File: config.mk
export PLATFORM = sky130hd
export DESIGN_NAME = rdsrp_top
export DESIGN_NICKNAME = d
export VERILOG_FILES = /design/src/rtl/rdsrp_pkg.sv /design/src/rtl/rdsrp_top.sv
export SDC_FILE = /design/constraint.sdc
export NUM_CORES = 1
export LEC_CHECK = 0
export BUFFER_PORTS_ARGS = -buffer_cell sky130_fd_sc_hd__buf_2
export CAP_MARGIN = 20
export CORE_ASPECT_RATIO = 0.75
export CORE_MARGIN = 2
export CORE_UTILIZATION = 64
export CTS_BUF_LIST = sky130_fd_sc_hd__clkbuf_8
export CTS_CLUSTER_SIZE = 40
export DETAILED_ROUTE_END_ITERATION = 6
export GPL_ROUTABILITY_DRIVEN = 1
export PLACE_DENSITY = 0.85
export SYNTH_ARGS = -nofsm -noshare
export SYNTH_HDL_FRONTEND = slang
export SYNTH_SLANG_ARGS = --single-unit
File: constraint.sdc
create_clock -name CLOCK -period 6.6 [get_ports CLOCK]
set_input_delay 1.32 -clock CLOCK [delete_from_list [all_inputs] [get_ports CLOCK]]
set_output_delay 1.32 -clock CLOCK [all_outputs]
set_load 0.01 [all_outputs]
File: src/rtl/rdsrp_pkg.sv
// How it works
// - factory 0, mode 0: master, clock driven
// - factory 0, mode 1: slave, clock input
// - factory 1, mode 0: standby, pins undefined
// - reset pin clears detection; slave empties buffer
// - master flag shows current data reliability
// - flag pin only pulls low or releases
// - master holds clock, data high until detection
// - slave data valid within data valid delay
// - ready falls when empty, rises on store
// - nothing stored before first detection after reset
// - storing continues after first detection
// - buffer continues from item after last delivered; a switch from master in MST_IDLE or MST_HIGH skips the head bit, in MST_HIGH the popped bit too
package rdsrp_pkg;
   // ******************************************
   // timing
   // ******************************************
   localparam int CLK_PERIOD_NS = 25;
   localparam int DATA_VALID_DELAY_NS = 750;
   localparam int READY_CHECK_DELAY_NS = 750;
   // longest times round down
   localparam int DATA_VALID_CYCLES = DATA_VALID_DELAY_NS / CLK_PERIOD_NS;
   localparam int READY_CHECK_CYCLES = READY_CHECK_DELAY_NS / CLK_PERIOD_NS;
   localparam int BUF_DEPTH = 128;
   // ******************************************
   // register map
   // ******************************************
   localparam logic [3:0] CTRL_OFS = 4'h0;
   localparam logic [3:0] STATUS_OFS = 4'h4;
   localparam logic [31:0] CTRL_RESET = 32'h0000_0010;
   localparam int CTRL_HALF_LSB = 0;
   localparam int STAT_READY_BIT = 0;
   localparam int STAT_STARTED_BIT = 1;
   localparam int STAT_RELIABLE_BIT = 2;
   localparam int STAT_OVERRUN_BIT = 3;
   localparam int STAT_SLAVE_BIT = 4;
   localparam int STAT_STANDBY_BIT = 5;
   localparam int STAT_FILL_LSB = 8;
   localparam logic [1:0] RESP_OKAY = 2'h0;
   localparam logic [1:0] RESP_SLVERR = 2'h2;
   // ******************************************
   // types
   // ******************************************
   typedef enum logic [1:0] {MD_MASTER, MD_SLAVE, MD_STANDBY, MD_TEST} rdsrp_mode_t;
   typedef enum logic [1:0] {MST_IDLE, MST_HIGH, MST_LOW} rdsrp_mst_t;
   // pin pair to operating mode
   function automatic rdsrp_mode_t mode_of(input logic factory, input logic mode);
      case ({factory, mode})
         2'b00: mode_of = MD_MASTER;
         2'b01: mode_of = MD_SLAVE;
         2'b10: mode_of = MD_STANDBY;
         default: mode_of = MD_TEST;
      endcase
   endfunction
endpackage

File: src/rtl/rdsrp_top.sv
// The register offsets and the AXI4-Lite register port were decided locally.
`timescale 1ns/1ps
module rdsrp_top #(
   parameter int DEPTH = rdsrp_pkg::BUF_DEPTH
) (
   input wire logic CLOCK,
   input wire logic RESET_N,
   input wire logic [3:0] AWADDR,
   input wire logic AWVALID,
   output logic AWREADY,
   input wire logic [31:0] WDATA,
   input wire logic [3:0] WSTRB,
   input wire logic WVALID,
   output logic WREADY,
   output logic [1:0] BRESP,
   output logic BVALID,
   input wire logic BREADY,
   input wire logic [3:0] ARADDR,
   input wire logic ARVALID,
   output logic ARREADY,
   output logic [31:0] RDATA,
   output logic [1:0] RRESP,
   output logic RVALID,
   input wire logic RREADY,
   input wire logic FACTORY_PIN,
   input wire logic MODE_PIN,
   input wire logic CLEAR_PIN,
   input wire logic DEMOD_BIT,
   input wire logic DEMOD_VALID,
   input wire logic DEMOD_RELIABLE,
   input wire logic DETECT,
   input wire logic BIT_CLOCK_IN,
   output logic BIT_CLOCK_OUT,
   output logic BIT_CLOCK_OE,
   output logic SERIAL_DATA,
   output logic FLAG_OUT,
   output logic FLAG_OE,
   output logic STANDBY
);
   import rdsrp_pkg::*;
   localparam int AW = $clog2(DEPTH);
   localparam int DV_MAX = DATA_VALID_CYCLES;
   localparam int RC_MAX = READY_CHECK_CYCLES;

   // ******************************************
   // pin synchronisers
   // ******************************************
   logic [1:0] fac_s, mod_s, clr_s;
   logic [2:0] bck_s;
   // first stage feeds only the second; bck_s[2] is the edge history
   always_ff @(posedge CLOCK or negedge RESET_N) begin
      if (!RESET_N) begin
         fac_s <= 2'h0;
         mod_s <= 2'h0;
         clr_s <= 2'h0;
         bck_s <= 3'h0;
      end else begin
         fac_s <= {fac_s[0], FACTORY_PIN};
         mod_s <= {mod_s[0], MODE_PIN};
         clr_s <= {clr_s[0], CLEAR_PIN};
         bck_s <= {bck_s[1:0], BIT_CLOCK_IN};
      end
   end

   // mode decode; the test combination is kept quiet like standby
   rdsrp_mode_t md;
   wire clr = clr_s[1];
   wire bck_fall = bck_s[2] & ~bck_s[1];
   assign md = mode_of(fac_s[1], mod_s[1]);
   wire is_master = (md == MD_MASTER);
   wire is_slave = (md == MD_SLAVE);
   wire quiet = (md == MD_STANDBY) | (md == MD_TEST);

   // ******************************************
   // bit buffer
   // ******************************************
   logic mem [DEPTH];
   logic [AW-1:0] wr_ptr, rd_ptr;
   logic [AW:0] count;
   logic started, reliable, overrun, ready_q;
   wire empty = (count == '0);
   wire full = (count == (AW+1)'(DEPTH));
   // an empty queue shows the idle level, never a cell that was not written since reset
   wire head = empty ? 1'b1 : mem[rd_ptr];
   // storing waits for first detection, then runs regardless of it
   wire push = DEMOD_VALID & started & ~full & ~quiet & ~clr;
   wire pop_m, pop_s;
   wire pop = (pop_m | pop_s) & ~empty;
   wire flush = clr & is_slave;

   // storage itself has no reset, only the pointers
   always_ff @(posedge CLOCK) begin
      if (push) begin
         mem[wr_ptr] <= DEMOD_BIT;
      end
   end

   // one queue serves both readouts, so a mode switch in the master MST_LOW phase neither skips nor repeats
   always_ff @(posedge CLOCK or negedge RESET_N) begin
      if (!RESET_N) begin
         wr_ptr <= '0;
         rd_ptr <= '0;
         count <= '0;
      end else if (flush) begin
         wr_ptr <= '0;
         rd_ptr <= '0;
         count <= '0;
      end else begin
         wr_ptr <= wr_ptr + (AW)'(push);
         rd_ptr <= rd_ptr + (AW)'(pop);
         count <= count + (AW+1)'(push) - (AW+1)'(pop);
      end
   end

   // detection state; clear pin is a level, detection may not beat it
   always_ff @(posedge CLOCK or negedge RESET_N) begin
      if (!RESET_N) begin
         started <= 1'b0;
         reliable <= 1'b0;
         overrun <= 1'b0;
      end else if (clr) begin
         started <= 1'b0;
         reliable <= 1'b0;
         overrun <= 1'b0;
      end else begin
         started <= started | DETECT;
         reliable <= DEMOD_RELIABLE;
         overrun <= overrun | (DEMOD_VALID & started & full);
      end
   end

   // ready follows fill, one cycle behind
   always_ff @(posedge CLOCK or negedge RESET_N) begin
      if (!RESET_N) begin
         ready_q <= 1'b0;
      end else begin
         ready_q <= is_slave & started & ~empty & ~flush;
      end
   end

   // ******************************************
   // master readout
   // ******************************************
   logic [31:0] ctrl;
   logic [15:0] div_cnt;
   logic tick, bclk, data_q;
   rdsrp_mst_t mst;
   wire [15:0] half = ctrl[CTRL_HALF_LSB +: 16];
   assign pop_m = is_master & started & (mst == MST_IDLE) & tick;
   assign pop_s = is_slave & bck_fall;

   // tick divider, three ticks per bit, a tick every half plus one cycles, so every cycle at zero
   always_ff @(posedge CLOCK or negedge RESET_N) begin
      if (!RESET_N) begin
         div_cnt <= '0;
         tick <= 1'b0;
      end else begin
         tick <= (div_cnt == '0);
         div_cnt <= (div_cnt == '0) ? half : div_cnt - 16'h1;
      end
   end

   // clock falls one tick after data changes, host samples on the fall
   always_ff @(posedge CLOCK or negedge RESET_N) begin
      if (!RESET_N) begin
         mst <= MST_IDLE;
         bclk <= 1'b1;
      end else if (!is_master || !started) begin
         mst <= MST_IDLE;
         bclk <= 1'b1;
      end else begin
         case (mst)
            MST_IDLE: begin
               if (pop) begin
                  mst <= MST_HIGH;
               end
            end
            MST_HIGH: begin
               if (tick) begin
                  bclk <= 1'b0;
                  mst <= MST_LOW;
               end
            end
            MST_LOW: begin
               if (tick) begin
                  bclk <= 1'b1;
                  mst <= MST_IDLE;
               end
            end
            default: mst <= MST_IDLE;
         endcase
      end
   end

   // data pin: held high before detection in master, head bit in slave
   always_ff @(posedge CLOCK or negedge RESET_N) begin
      if (!RESET_N) begin
         data_q <= 1'b1;
      end else if (is_master) begin
         if (!started) begin
            data_q <= 1'b1;
         end else if (pop) begin
            data_q <= head;
         end
      end else begin
         data_q <= head;
      end
   end

   // pins; the flag pin never drives high
   assign BIT_CLOCK_OUT = bclk;
   assign BIT_CLOCK_OE = is_master;
   assign SERIAL_DATA = data_q;
   assign FLAG_OUT = 1'b0;
   assign FLAG_OE = (is_master & ~reliable) | (is_slave & ~ready_q);
   assign STANDBY = quiet;

   // ******************************************
   // register bus
   // ******************************************
   logic aw_held, w_held;
   logic [3:0] aw_addr;
   logic [31:0] w_data;
   logic [3:0] w_strb;
   wire aw_take = AWVALID & AWREADY;
   wire w_take = WVALID & WREADY;
   wire do_write = aw_held & w_held & ~BVALID;
   wire [31:0] status = (32'(count) << STAT_FILL_LSB)
      | (32'(ready_q) << STAT_READY_BIT) | (32'(started) << STAT_STARTED_BIT)
      | (32'(reliable) << STAT_RELIABLE_BIT) | (32'(overrun) << STAT_OVERRUN_BIT)
      | (32'(is_slave) << STAT_SLAVE_BIT) | (32'(quiet) << STAT_STANDBY_BIT);
   assign AWREADY = ~aw_held & ~BVALID;
   assign WREADY = ~w_held & ~BVALID;
   assign ARREADY = ~RVALID;

   // address and data taken in either order, answered when both are held
   always_ff @(posedge CLOCK or negedge RESET_N) begin
      if (!RESET_N) begin
         aw_held <= 1'b0;
         w_held <= 1'b0;
         aw_addr <= '0;
         w_data <= '0;
         w_strb <= '0;
         BVALID <= 1'b0;
         BRESP <= RESP_OKAY;
      end else begin
         if (aw_take) begin
            aw_held <= 1'b1;
            aw_addr <= AWADDR;
         end
         if (w_take) begin
            w_held <= 1'b1;
            w_data <= WDATA;
            w_strb <= WSTRB;
         end
         if (do_write) begin
            aw_held <= 1'b0;
            w_held <= 1'b0;
            BVALID <= 1'b1;
            BRESP <= (aw_addr == CTRL_OFS || aw_addr == STATUS_OFS) ? RESP_OKAY : RESP_SLVERR;
         end else if (BVALID && BREADY) begin
            BVALID <= 1'b0;
         end
      end
   end

   // control word, byte lanes honoured; status writes are ignored
   always_ff @(posedge CLOCK or negedge RESET_N) begin
      if (!RESET_N) begin
         ctrl <= CTRL_RESET;
      end else if (do_write && aw_addr == CTRL_OFS) begin
         for (int i = 0; i < 4; i++) begin
            if (w_strb[i]) begin
               ctrl[8*i +: 8] <= w_data[8*i +: 8];
            end
         end
      end
   end

   // reads answer one cycle after the address is taken
   always_ff @(posedge CLOCK or negedge RESET_N) begin
      if (!RESET_N) begin
         RVALID <= 1'b0;
         RDATA <= '0;
         RRESP <= RESP_OKAY;
      end else if (ARVALID && ARREADY) begin
         RVALID <= 1'b1;
         RDATA <= (ARADDR == CTRL_OFS) ? ctrl : (ARADDR == STATUS_OFS) ? status : 32'h0;
         RRESP <= (ARADDR == CTRL_OFS || ARADDR == STATUS_OFS) ? RESP_OKAY : RESP_SLVERR;
      end else if (RVALID && RREADY) begin
         RVALID <= 1'b0;
      end
   end
endmodule

==> summary.md, run 1 <==
| Metric | Value |
|---|---|
| Clock power frac | `27.7%` |
| DRC Markers | `4` |
| RSZ-0062 raised after global routing | `false` |
| Worst Max-Slew Pin Slew | `1.09 ns` |
| Final nets | `1,136` |
| TritonCTS Sinks | `294` |
| Area grow syn2layout | `10.7%` |
| Die area | `21,100 um2` |
| CORE AREA | `19,500 um2` |
| CTS Buffer Depth | `3` |
| Resized cells post-CTS | `0` |
| Synth Flop Type | `dfrtp_1` |
| Ports | `106` |
| Number of library cell types mapped by synthesis | `66` |
| Most frequent cells in the layout | `nor2_1, dfrtp_1, edfxtp_1, buf_2, mux2_2` |
| Reg power frac | `50.4%` |
| Post-synthesis sequential area ratio | `62.6%` |
| Routed Wire Length | `26,400 um` |
| CP Data Required Time | `7.08 ns` |
| R2R Path Start | `count[5]` |
| Max FO, Critical Path | `8` |
| Num rows | `44` |
| First-pass GRT wire length | `42,200 um` |
| Period utilization | `54.4%` |
| Sw Pwr | `1.43 mW` |
| Crit path time final | `3.59 ns` |
| Crit. End Element | `flop` |
| # Post-CTS Setup Buffers | `0` |
| Inserted Clock Buffers | `44` |
| Setup Skew | `0.0243 ns` |
| Max-Cap Viols | `0` |
| Setup-failing EPs final | `0` |
| Fill cells | `1,299` |
| Post-Place Worst Slack | `2.92 ns` |
| Sw Share | `29.1%` |
| Vias in the first global route | `8,138` |
| CTS tree | `built` |
| WP data arrival | `4.07 ns` |
| Share of layout cells above drive strength 1 | `23.1%` |
| Yosys warns | `0` |
| Max-slew violation count | `0` |
| GP Congestion | `0.831` |
| Post-detail-place hpwl | `16,700 um` |
| Status | `complete, but fails checks` |
| Chip height | `126 um` |
| Clk_lat worst skew | `0.56 ns` |
| Routed length per instance | `19.7 um` |
| Commonest non-fill, non-tap cell in the layout | `nor2_1` |
| Clock slew at reported path FFs | `0.07 ns` |
| Routed via count | `8,082` |
| First DRT Iteration DRCs | `730` |
| Cell-internal power | `3.49 mW` |
| Yosys reg bits | `294` |
| Synth Instances | `951` |
| Min setup slack post-route | `3.01 ns` |
| H-tree levels | `2` |
| Avg Cell Area, Syn | `13.4 um2` |
| Peak supply drop | `0.289 mV` |
| Multi-input logic area | `4420 um2` |
| Setup crit start kind | `flop` |
| Total grt overflow | `0` |
| Initial antenna violation count | `1` |
| EDFF count, synth | `128` |
| Hold WC Path Type | `reg -> reg` |
| Worst Setup SP | `count[5]` |
| Power per cell area | `347 nW/um2` |
| Placed cell area | `13,400 um2` |
| Die Width | `167 um` |
| Hold_sp | `bck_s[0]` |
| PortBufs | `102` |
| Post-DRT Antenna Nets | `0` |
| Finished Cell Area | `14,200 um2` |
| Total GRT Usage | `25.6%` |
| Fmax | `278 MHz` |
| Synth async-reset ratio | `56.5%` |
| Combinational Power Share | `21.9%` |
| Lkg Pwr | `5.83 nW` |
| Largest net degree at the start of global routing | `129` |
| Final Hold Fails | `0` |
| Starting density of the core | `65.6%` |
| Failing checks | `DRC` |
| Post-Syn Area | `12,800 um2` |
| Root Driver | `clkbuf_8` |
| Critical path class | `reg -> reg` |
| CTS hold repair buffers | `0` |
| Via-to-Cell Ratio | `6.01` |
| Setup TNS | `0 ns` |
| Drt pass-1 iters | `7` |
| Relative max-transition margin | `27.4%` |
| Sequential Area | `8000 um2` |
[cell type report]
cell class | count | share of cell area (%)
antenna | 1 | 0.0177
clock buffer | 46 | 4.47
clock inverter | 31 | 1.12
inverter | 16 | 0.424
multi-input combinational | 596 | 31.2
sequential | 294 | 56.5
tap | 253 | 2.24
timing repair buffer | 108 | 3.97
[power by group through the flow]
| stage | clock [mW] | sequential (mW) | combinational [mW] |
|---|---|---|---|
| final | 1.36 | 2.48 | 1.08 |
| after CTS | 1.38 | 2.47 | 1.08 |
| after floorplan | 0 | 2.43 | 0.863 |
| after global placement | 0 | 2.49 | 1.02 |
| after detailed placement | 0 | 2.50 | 1.07 |
| after global routing | 1.47 | 2.51 | 1.19 |
[cell usage after synthesis (2+ instances only)]
cell      count  share of area (%)
and3_1        2              0.098
dfrtp_1     163                 32
and2_1        9               0.44
inv_1        16               0.47
mux2i_1      35                2.7
o211ai_1      2               0.12
o221ai_1      2               0.14
o21ai_0       9               0.35
mux4_2        6                1.1
buf_8         2               0.23
nor4b_1       2               0.14
a211oi_1      3               0.18
o21bai_1      3               0.18
clkbuf_8      6               0.65
nor2b_1      21                1.0
clkbuf_1     30               0.88
ha_1         16                1.6
nand3_1      17               0.67
nand3b_1      6               0.35
a221oi_1      4               0.27
a21o_1        3               0.18
buf_1         2              0.059
xnor2_1      16                1.1
buf_4         3               0.18
o22ai_1       2              0.098
o21a_1        3               0.18
nand4_1       4               0.20
or2_2         3               0.15
or3b_2        2               0.14
nor4_1        5               0.24
mux2_2       72                6.3
nand2_1      53                1.6
xor2_1        7               0.48
nor3_1        6               0.23
o31ai_1      16               0.94
edfxtp_1    128                 30
a22o_1       20                1.4
a32oi_1       3               0.21
nor2_1      174                5.1
mux4_1       20                4.1
dfstp_2       3               0.62
a21oi_1      27                1.1
buf_12        2               0.31
[worst paths after layout]
kind	end	slack [ns]	depth (start not counted)
worst min register to register	bck_s[1]	0.34	0
min in group asynchronous	RDATA[23]	0.85	1
worst min-delay path	bck_s[1]	0.34	0
worst max register to register	count[7]	3.01	14
worst max-delay path	count[7]	3.01	14
max in group asynchronous	RDATA[14]	4.36	2
[sequential cells by signal, summed over array words and instances, names as in the netlist, 7 cells and up]
register / flops
RDATA: 32
count: 8
ctrl: 32
div_cnt: 16
mem: 128
rd_ptr: 7
w_data: 32
wr_ptr: 7
[critical path, stage by stage, from the launching register on]
cell and delay [ns]:
dfrtp_1 0.40, inv_1 0.08, ha_1 0.15, nor4bb_1 0.56, nand2_1 0.21, o21ai_2 0.21, or2_2 0.22, nand2_1 0.06
ha_1 0.20, a21o_1 0.20, a21oi_1 0.28, o21bai_1 0.15, a2111o_1 0.44, a31o_2 0.20, a21oi_1 0.13
[kinds of logic after synthesis]
| group | after synthesis | share of synthesized area, % |
|---|---|---|
| fa+ha+maj | 17 | 1.72 |
| flops | 294 | 62.6 |
| compound gates | 107 | 5.97 |
| buf+inv | 63 | 2.91 |
| simple gates | 312 | 10.9 |
| xor+xnor | 23 | 1.58 |
| mux | 134 | 14.3 |
| other cells | 1 | 0.0293 |
[per-layer routing]
layer,up-vias,GRT usage (%),part of all wire (%)
met4,0,8.29,2.1
met2,309,41.2,48
li1,3663,-,-
met3,46,5.65,7.4
met5,-,0,0
met1,4064,35.6,43
[stage by stage]
stage	hold slack, ns	utilization (%)	cells	power [mW]
finish	0.345	72.7	1345	4.92
global placement	0.333	68.6	1267	3.50
global route	0.329	72.7	1345	5.17
floorplan	0.331	-	953	3.30
detailed placement	0.335	68.6	1267	3.57
CTS	0.336	72.6	1344	4.94
(Power assumes the default switching activity.)
==> run 2: changes to the inputs <==
- CORE_UTILIZATION: 64 -> 56
- PLACE_DENSITY: 0.85 -> 0.78
- clock period: 6.6 -> 3.1 ns (I/O delays scaled with it)
==> run 2 against run 1 <==
Compared with the run above:
- the run now ends clean
- first-iteration DRC count fell by 8.5%
- die area rose by 14%
- critical endpoint unchanged
- maximum frequency rose by 23%
- combinational power rose by 120%
- sequential share of layout area fell by 1.8 points
- clock skew fell by 0.0048 ns
- clock power rose by 130%
- register-to-register slack got worse by 2.8 ns
- largest power group unchanged
- via count rose by 0.30%
- hold slack got worse by 0.28 ns
- non-clock buffer count rose by 31
- routed wire length rose by 0.16%
==> summary.md, run 2 (synthesis gave the netlist of run 1 again) <==
| Metric | Value |
|---|---|
| GP Congestion | `0.804 (was 0.831)` |
| Ports | `106 (unchanged)` |
| CP Data Required Time | `3.58 ns (was 7.08 ns)` |
| RSZ-0062 raised after global routing | `false (unchanged)` |
| Cell-internal power | `7.76 mW (was 3.49 mW)` |
| Crit. End Element | `flop (unchanged)` |
| Post-DRT Antenna Nets | `0 (unchanged)` |
| Max-slew violation count | `0 (unchanged)` |
| Cell count of the worst reg-to-reg path | `14 (unchanged)` |
| Largest net degree at the start of global routing | `69 (was 129)` |
| Sw Pwr | `3.05 mW (was 1.43 mW)` |
| Largest Register | `mem (unchanged)` |
| Share of layout cells above drive strength 1 | `26.4% (was 23.1%)` |
| CTS tree | `built (unchanged)` |
| CTS hold repair buffers | `0 (unchanged)` |
| Total grt overflow | `0 (unchanged)` |
| Setup-failing EPs final | `0 (unchanged)` |
| Crit path time final | `2.91 ns (was 3.59 ns)` |
| Period utilization | `93.8% (was 54.4%)` |
| First-pass GRT wire length | `43,100 um (was 42,200 um)` |
| Starting density of the core | `57.5% (was 65.6%)` |
| Final nets | `1,168 (was 1,136)` |
| Max reg flops | `128 (unchanged)` |
| Die area | `24,100 um2 (was 21,100 um2)` |
| CORE AREA | `22,200 um2 (was 19,500 um2)` |
| Combinational Power Share | `22.0% (was 21.9%)` |
| Inserted Clock Buffers | `45 (was 44)` |
| Commonest non-fill, non-tap cell in the layout | `nor2_1 (unchanged)` |
| Via-to-Cell Ratio | `5.70 (was 6.01)` |
| Setup crit start kind | `flop (unchanged)` |
| DRC Markers | `0 (was 4)` |
| Routed via count | `8,106 (was 8,082)` |
| Hold WC Path Type | `in -> async (was reg -> reg)` |
| Routed Wire Length | `26,500 um (was 26,400 um)` |
| Reg power frac | `49.1% (was 50.4%)` |
| Area grow syn2layout | `14.3% (was 10.7%)` |
| Max-Cap Viols | `0 (unchanged)` |
| Post-detail-place hpwl | `17,500 um (was 16,700 um)` |
| Relative max-transition margin | `38.3% (was 27.4%)` |
| Placed cell area | `13,700 um2 (was 13,400 um2)` |
| Clock power frac | `28.9% (was 27.7%)` |
| Sw Share | `28.2% (was 29.1%)` |
| Chip height | `135 um (was 126 um)` |
| Finished Cell Area | `14,600 um2 (was 14,200 um2)` |
| CTS Buffer Depth | `3 (unchanged)` |
| TritonCTS Sinks | `294 (unchanged)` |
| Most frequent cells in the layout | `nor2_1, dfrtp_1, edfxtp_1, buf_2, mux2_2 (unchanged)` |
| H-tree levels | `2 (unchanged)` |
| Root Driver | `clkbuf_8 (unchanged)` |
| Status | `finished, final reports clean (was complete, but fails checks)` |
| PortBufs | `102 (unchanged)` |
| Clk_lat worst skew | `0.56 ns (about the same)` |
| Max FO, Critical Path | `3 (was 8)` |
| Routed length per instance | `18.6 um (was 19.7 um)` |
| Total GRT Usage | `23.1% (was 25.6%)` |
| Vias in the first global route | `8,085 (was 8,138)` |
| WP data arrival | `3.39 ns (was 4.07 ns)` |
| Fill cells | `1,636 (was 1,299)` |
| Worst Max-Slew Pin Slew | `0.926 ns (was 1.09 ns)` |
| Critical path class | `reg -> reg (unchanged)` |
| Setup TNS | `0 ns (unchanged)` |
| Final Hold Fails | `0 (unchanged)` |
| Die Width | `178 um (was 167 um)` |
| Drt pass-1 iters | `7 (unchanged)` |
| Peak supply drop | `0.581 mV (was 0.289 mV)` |
| Fmax | `344 MHz (was 278 MHz)` |
| Clock slew at reported path FFs | `0.06 ns (was 0.07 ns)` |
| Num rows | `47 (was 44)` |
| Lkg Pwr | `6.00 nW (was 5.83 nW)` |
| Initial antenna violation count | `3 (was 1)` |
| Power per cell area | `739 nW/um2 (was 347 nW/um2)` |
| First DRT Iteration DRCs | `668 (was 730)` |
| Setup Skew | `0.0195 ns (was 0.0243 ns)` |
[run 2: cell types whose count changed in the layout (fill, tap and decap cells not counted), sizes merged]
cell	change
clkbuf	+8
buf	+31
diode	+2
clkinvlp	+3
clkinv	+5
inv	-12
[run 2: worst paths after layout]
kind,start,end,slack [ns]
max in group asynchronous,RESET_N,count[1],2.31
min in group CLOCK,BIT_CLOCK_IN,bck_s[0],0.17
max,count[4],count[7],0.19
min reg2reg,bck_s[0],bck_s[1],0.35
min,RESET_N,w_data[17],0.06
max reg2reg,count[4],count[7],0.19
[run 2: worst max-delay path, cell delays in order (launching register included)]
cell      delay (ns)
dfrtp_1         0.37
inv_1           0.07
ha_1            0.20
nor4bb_4        0.15
buf_4           0.15
nand2_1         0.11
o21ai_2         0.08
or2_4           0.26
ha_1            0.28
a21o_1          0.17
a21oi_2         0.16
o21bai_1        0.11
a2111o_1        0.39
a31o_2          0.20
a21oi_1         0.13
[run 2: metrics by stage]
step | hold slack [ns] | cells | utilization (%) | power (mW) | setup WS, ns
after global routing | 0.0934 | 1423 | 65.7 | 11.4 | 0.00612
final | 0.0627 | 1423 | 65.7 | 10.8 | 0.191
after floorplan | 0.324 | 953 | - | 7.02 | 0.0509
after CTS | 0.0510 | 1417 | 65.6 | 10.8 | 0.00699
after global placement | 0.333 | 1336 | 61.5 | 7.55 | 0.147
after detailed placement | 0.335 | 1336 | 61.5 | 7.67 | -0.0224
[run 2: timing repair]
action,4_1_cts,5_1_grt
setup endpoints to repair,1,2
pin swaps,0,3
gates resized for setup,2,3
buffers inserted,0,3
[run 2: area by class of cell]
cell class,count,area [um2],share of cell area (%)
antenna,3,7.51,0.0514
clock inverter,27,149,1.02
timing repair buffer,139,832,5.69
tap,294,368,2.52
multi-input combinational,596,4450,30.5
inverter,16,60.1,0.411
clock buffer,54,743,5.09
sequential,294,8000,54.8
[run 2: power groups by stage]
stage | combinational, mW | clock, mW | sequential [mW]
2_1_floorplan | 1.84 | 0 | 5.18
3_3_place_gp | 2.22 | 0 | 5.33
3_5_place_dp | 2.31 | 0 | 5.37
4_1_cts | 2.34 | 3.20 | 5.31
5_1_grt | 2.61 | 3.38 | 5.40
6_report | 2.37 | 3.12 | 5.30
[run 2: metal layers]
metal | wire, um | vias up | global-route usage, %
met5 | 0 | - | 0
met4 | 603 | 0 | 7.68
met3 | 1760 | 44 | 4.05
met2 | 12100 | 279 | 35.2
met1 | 12000 | 4042 | 34.1
li1 | - | 3741 | -
==> run 3: changes to the inputs <==
- CORE_ASPECT_RATIO: 0.75 -> 1.25
- SKIP_CTS_REPAIR_TIMING: default -> 1
==> run 3 against run 2 <==
Compared with the run above:
- flip-flop and latch count is the same
- register-to-register slack worse by 0.02 ns
- critical endpoint unchanged
- non-clock buffer count grew 3
- setup slack got worse by 0.019 ns
- largest power group unchanged
- core utilization fell by 0.70 points
- die area hardly changed
- combinational power is essentially flat
- final cell count down 0.70%
- sequential share of layout area rose by 0.25 points
==> summary.md, run 3 (synthesis gave the netlist of run 1 again) <==
| Metric | Value |
|---|---|
| CTS tree | `built (unchanged)` |
| First DRT Iteration DRCs | `748 (was 668)` |
| Setup TNS | `0 ns (unchanged)` |
| RSZ-0062 raised after global routing | `true (was false)` |
| Max-Cap Viols | `0 (unchanged)` |
| Post-detail-place hpwl | `17,500 um (about the same)` |
| Post-DRT Antenna Nets | `0 (unchanged)` |
| Hold_sp | `MODE_PIN` |
| Reg power frac | `50.0% (was 49.1%)` |
| Worst Max-Slew Pin Slew | `0.882 ns (was 0.926 ns)` |
| CP Data Required Time | `3.58 ns (about the same)` |
| Power per cell area | `726 nW/um2 (was 739 nW/um2)` |
| Hold EP | `mod_s[0]` |
| Antenna cells | `0 (was 3)` |
| Placed cells | `1,330 (was 1,336)` |
| Setup Skew | `0.0192 ns (was 0.0195 ns)` |
| Total grt overflow | `0 (unchanged)` |
| Most frequent cells in the layout | `nor2_1, dfrtp_1, edfxtp_1, buf_2, mux2_2 (unchanged)` |
| Critical path class | `reg -> reg (unchanged)` |
| M1 GR Usage | `28.5% (was 34.1%)` |
| Cell-internal power | `7.51 mW (was 7.76 mW)` |
| Cell count of the worst reg-to-reg path | `13 (was 14)` |
| Root Driver | `clkbuf_8 (unchanged)` |
| GP Congestion | `0.855 (was 0.804)` |
| WP data arrival | `3.41 ns (was 3.39 ns)` |
| Routed length per instance | `18.9 um (was 18.6 um)` |
| Inserted Clock Buffers | `45 (unchanged)` |
| Finished Cell Area | `14,500 um2 (was 14,600 um2)` |
| Vias in the first global route | `8,402 (was 8,085)` |
| Crit path time final | `2.93 ns (was 2.91 ns)` |
| Met3 Resource Use GR | `4.02% (was 4.05%)` |
| Period utilization | `94.4% (was 93.8%)` |
| Status | `finished, final reports clean (unchanged)` |
| Final nets | `1,171 (was 1,168)` |
| Starting density of the core | `57.2% (was 57.5%)` |
| Final core utilization | `65.0% (was 65.7%)` |
| Num rows | `61 (was 47)` |
| Commonest non-fill, non-tap cell in the layout | `nor2_1 (unchanged)` |
| H-tree levels | `2 (unchanged)` |
| CORE AREA | `22,400 um2 (was 22,200 um2)` |
| Placed cell area | `13,700 um2 (about the same)` |
| Clock slew at reported path FFs | `0.06 ns (about the same)` |
| DRC Markers | `0 (unchanged)` |
| Relative max-transition margin | `41.2% (was 38.3%)` |
| R2R Path Start | `count[4] (unchanged)` |
| Fmax | `342 MHz (was 344 MHz)` |
| Die area | `24,100 um2 (about the same)` |
| Crit. End Element | `flop (unchanged)` |
| Ports | `106 (unchanged)` |
| Met2 Use GR | `39.2% (was 35.2%)` |
| Non-filler instance count after layout | `1,413 (was 1,423)` |
| Max-slew violation count | `0 (unchanged)` |
| Hold path depth | `1` |
| Total power | `10.6 mW (was 10.8 mW)` |
| Peak supply drop | `0.528 mV (was 0.581 mV)` |
| Max reg flops | `128 (unchanged)` |
| Initial antenna violation count | `0 (was 3)` |
| Die Width | `139 um (was 178 um)` |
| Hold WC Path Type | `in -> reg (was in -> async)` |
| Setup crit start kind | `flop (unchanged)` |
| Combinational Power Share | `22.5% (was 22.0%)` |
| Max FO, Critical Path | `3 (unchanged)` |
| Share of layout cells above drive strength 1 | `25.9% (was 26.4%)` |
| Total GRT Usage | `22.4% (was 23.1%)` |
| Setup-failing EPs final | `0 (unchanged)` |
| Via-to-Cell Ratio | `5.75 (was 5.70)` |
| GRT Max-Usage Layer | `met2 (unchanged)` |
| Clk_lat worst skew | `0.57 ns (was 0.56 ns)` |
| R2r setup slk | `0.17 ns (was 0.19 ns)` |
| Routed Wire Length | `26,700 um (was 26,500 um)` |
| Area grow syn2layout | `13.7% (was 14.3%)` |
| CTS Buffer Depth | `3 (unchanged)` |
| Sw Pwr | `3.05 mW (about the same)` |
| PortBufs | `102 (unchanged)` |
| Drt pass-1 iters | `5 (was 7)` |
| Final Hold Fails | `0 (unchanged)` |
| Largest net degree at the start of global routing | `129 (was 69)` |
| Clock power frac | `27.5% (was 28.9%)` |
| RR Endpoint | `count[7] (unchanged)` |
| Chip height | `173 um (was 135 um)` |
| Sw Share | `28.9% (was 28.2%)` |
| Largest Register | `mem (unchanged)` |
| TritonCTS Sinks | `294 (unchanged)` |
| Lkg Pwr | `6.02 nW (was 6.00 nW)` |
| First-pass GRT wire length | `43,000 um (was 43,100 um)` |
| Routed via count | `8,124 (was 8,106)` |
==> run 3: cell types whose count changed in the layout (fill, tap and decap cells not counted) <==
cell,change
dlygate4sd3_1,+1
clkbuf_8,-6
clkinvlp_4,-3
clkinv_1,-3
fa_2,+1
inv_6,+1
clkinv_2,+2
inv_2,-1
inv_1,+11
fa_1,-1
buf_4,+2
diode_2,-3
clkinv_8,+1
bufinv_16,-1
==> run 3: power by group through the flow <==
stage	logic, mW	clock network, mW	registers (mW)
final	2.38	2.90	5.28
after global routing	2.63	3.14	5.36
after CTS	2.38	2.97	5.27
after detailed placement	2.36	0	5.34
after global placement	2.28	0	5.31
after floorplan	1.84	0	5.18
==> run 3: how the worst max path moves through the flow <==
stage          cells past startpoint        to     start  slack [ns]
2_1_floorplan                     11  count[7]  fac_s[1]        0.05
3_3_place_gp                      13  count[7]  count[4]        0.09
3_5_place_dp                      13  count[7]  count[4]       0.005
4_1_cts                           13  count[7]  count[4]       -0.01
5_1_grt                           15  count[7]  count[4]       -0.05
6_report                          13  count[7]  count[4]        0.17
==> run 3: stage by stage <==
step / setup WS, ns / hold slack, ns
2_1_floorplan: 0.0509 / 0.324
3_3_place_gp: 0.0913 / 0.335
3_5_place_dp: 0.00488 / 0.337
4_1_cts: -0.0104 / -0.0288
5_1_grt: -0.0484 / 0.131
6_report: 0.172 / 0.155
==> run 3: cell type report <==
type                            count  area (um2)
Inverter                           16        60.1
Multi-Input combinational cell    596        4450
Fill cell                        1624        7820
Timing Repair Buffer              142         857
Sequential cell                   294        8000
Clock inverter                     34         158
Tap cell                          283         354
Clock buffer                       48         661
==> run 3: critical path: stages (launching register included) <==
cell	delay (ns)
dfrtp_1	0.39
inv_1	0.10
ha_1	0.15
nor4bb_4	0.27
buf_4	0.16
a21oi_1	0.08
or2_4	0.26
ha_1	0.29
a21o_1	0.17
a21oi_2	0.16
o21bai_1	0.10
a2111o_1	0.39
a31o_2	0.21
a21oi_1	0.13
==> run 3: per-layer routing <==
metal	share of wire, %	vias to the layer above
met2	52	266
met1	41	4068
met3	5.4	55
met5	0	-
met4	2.3	0
li1	-	3735
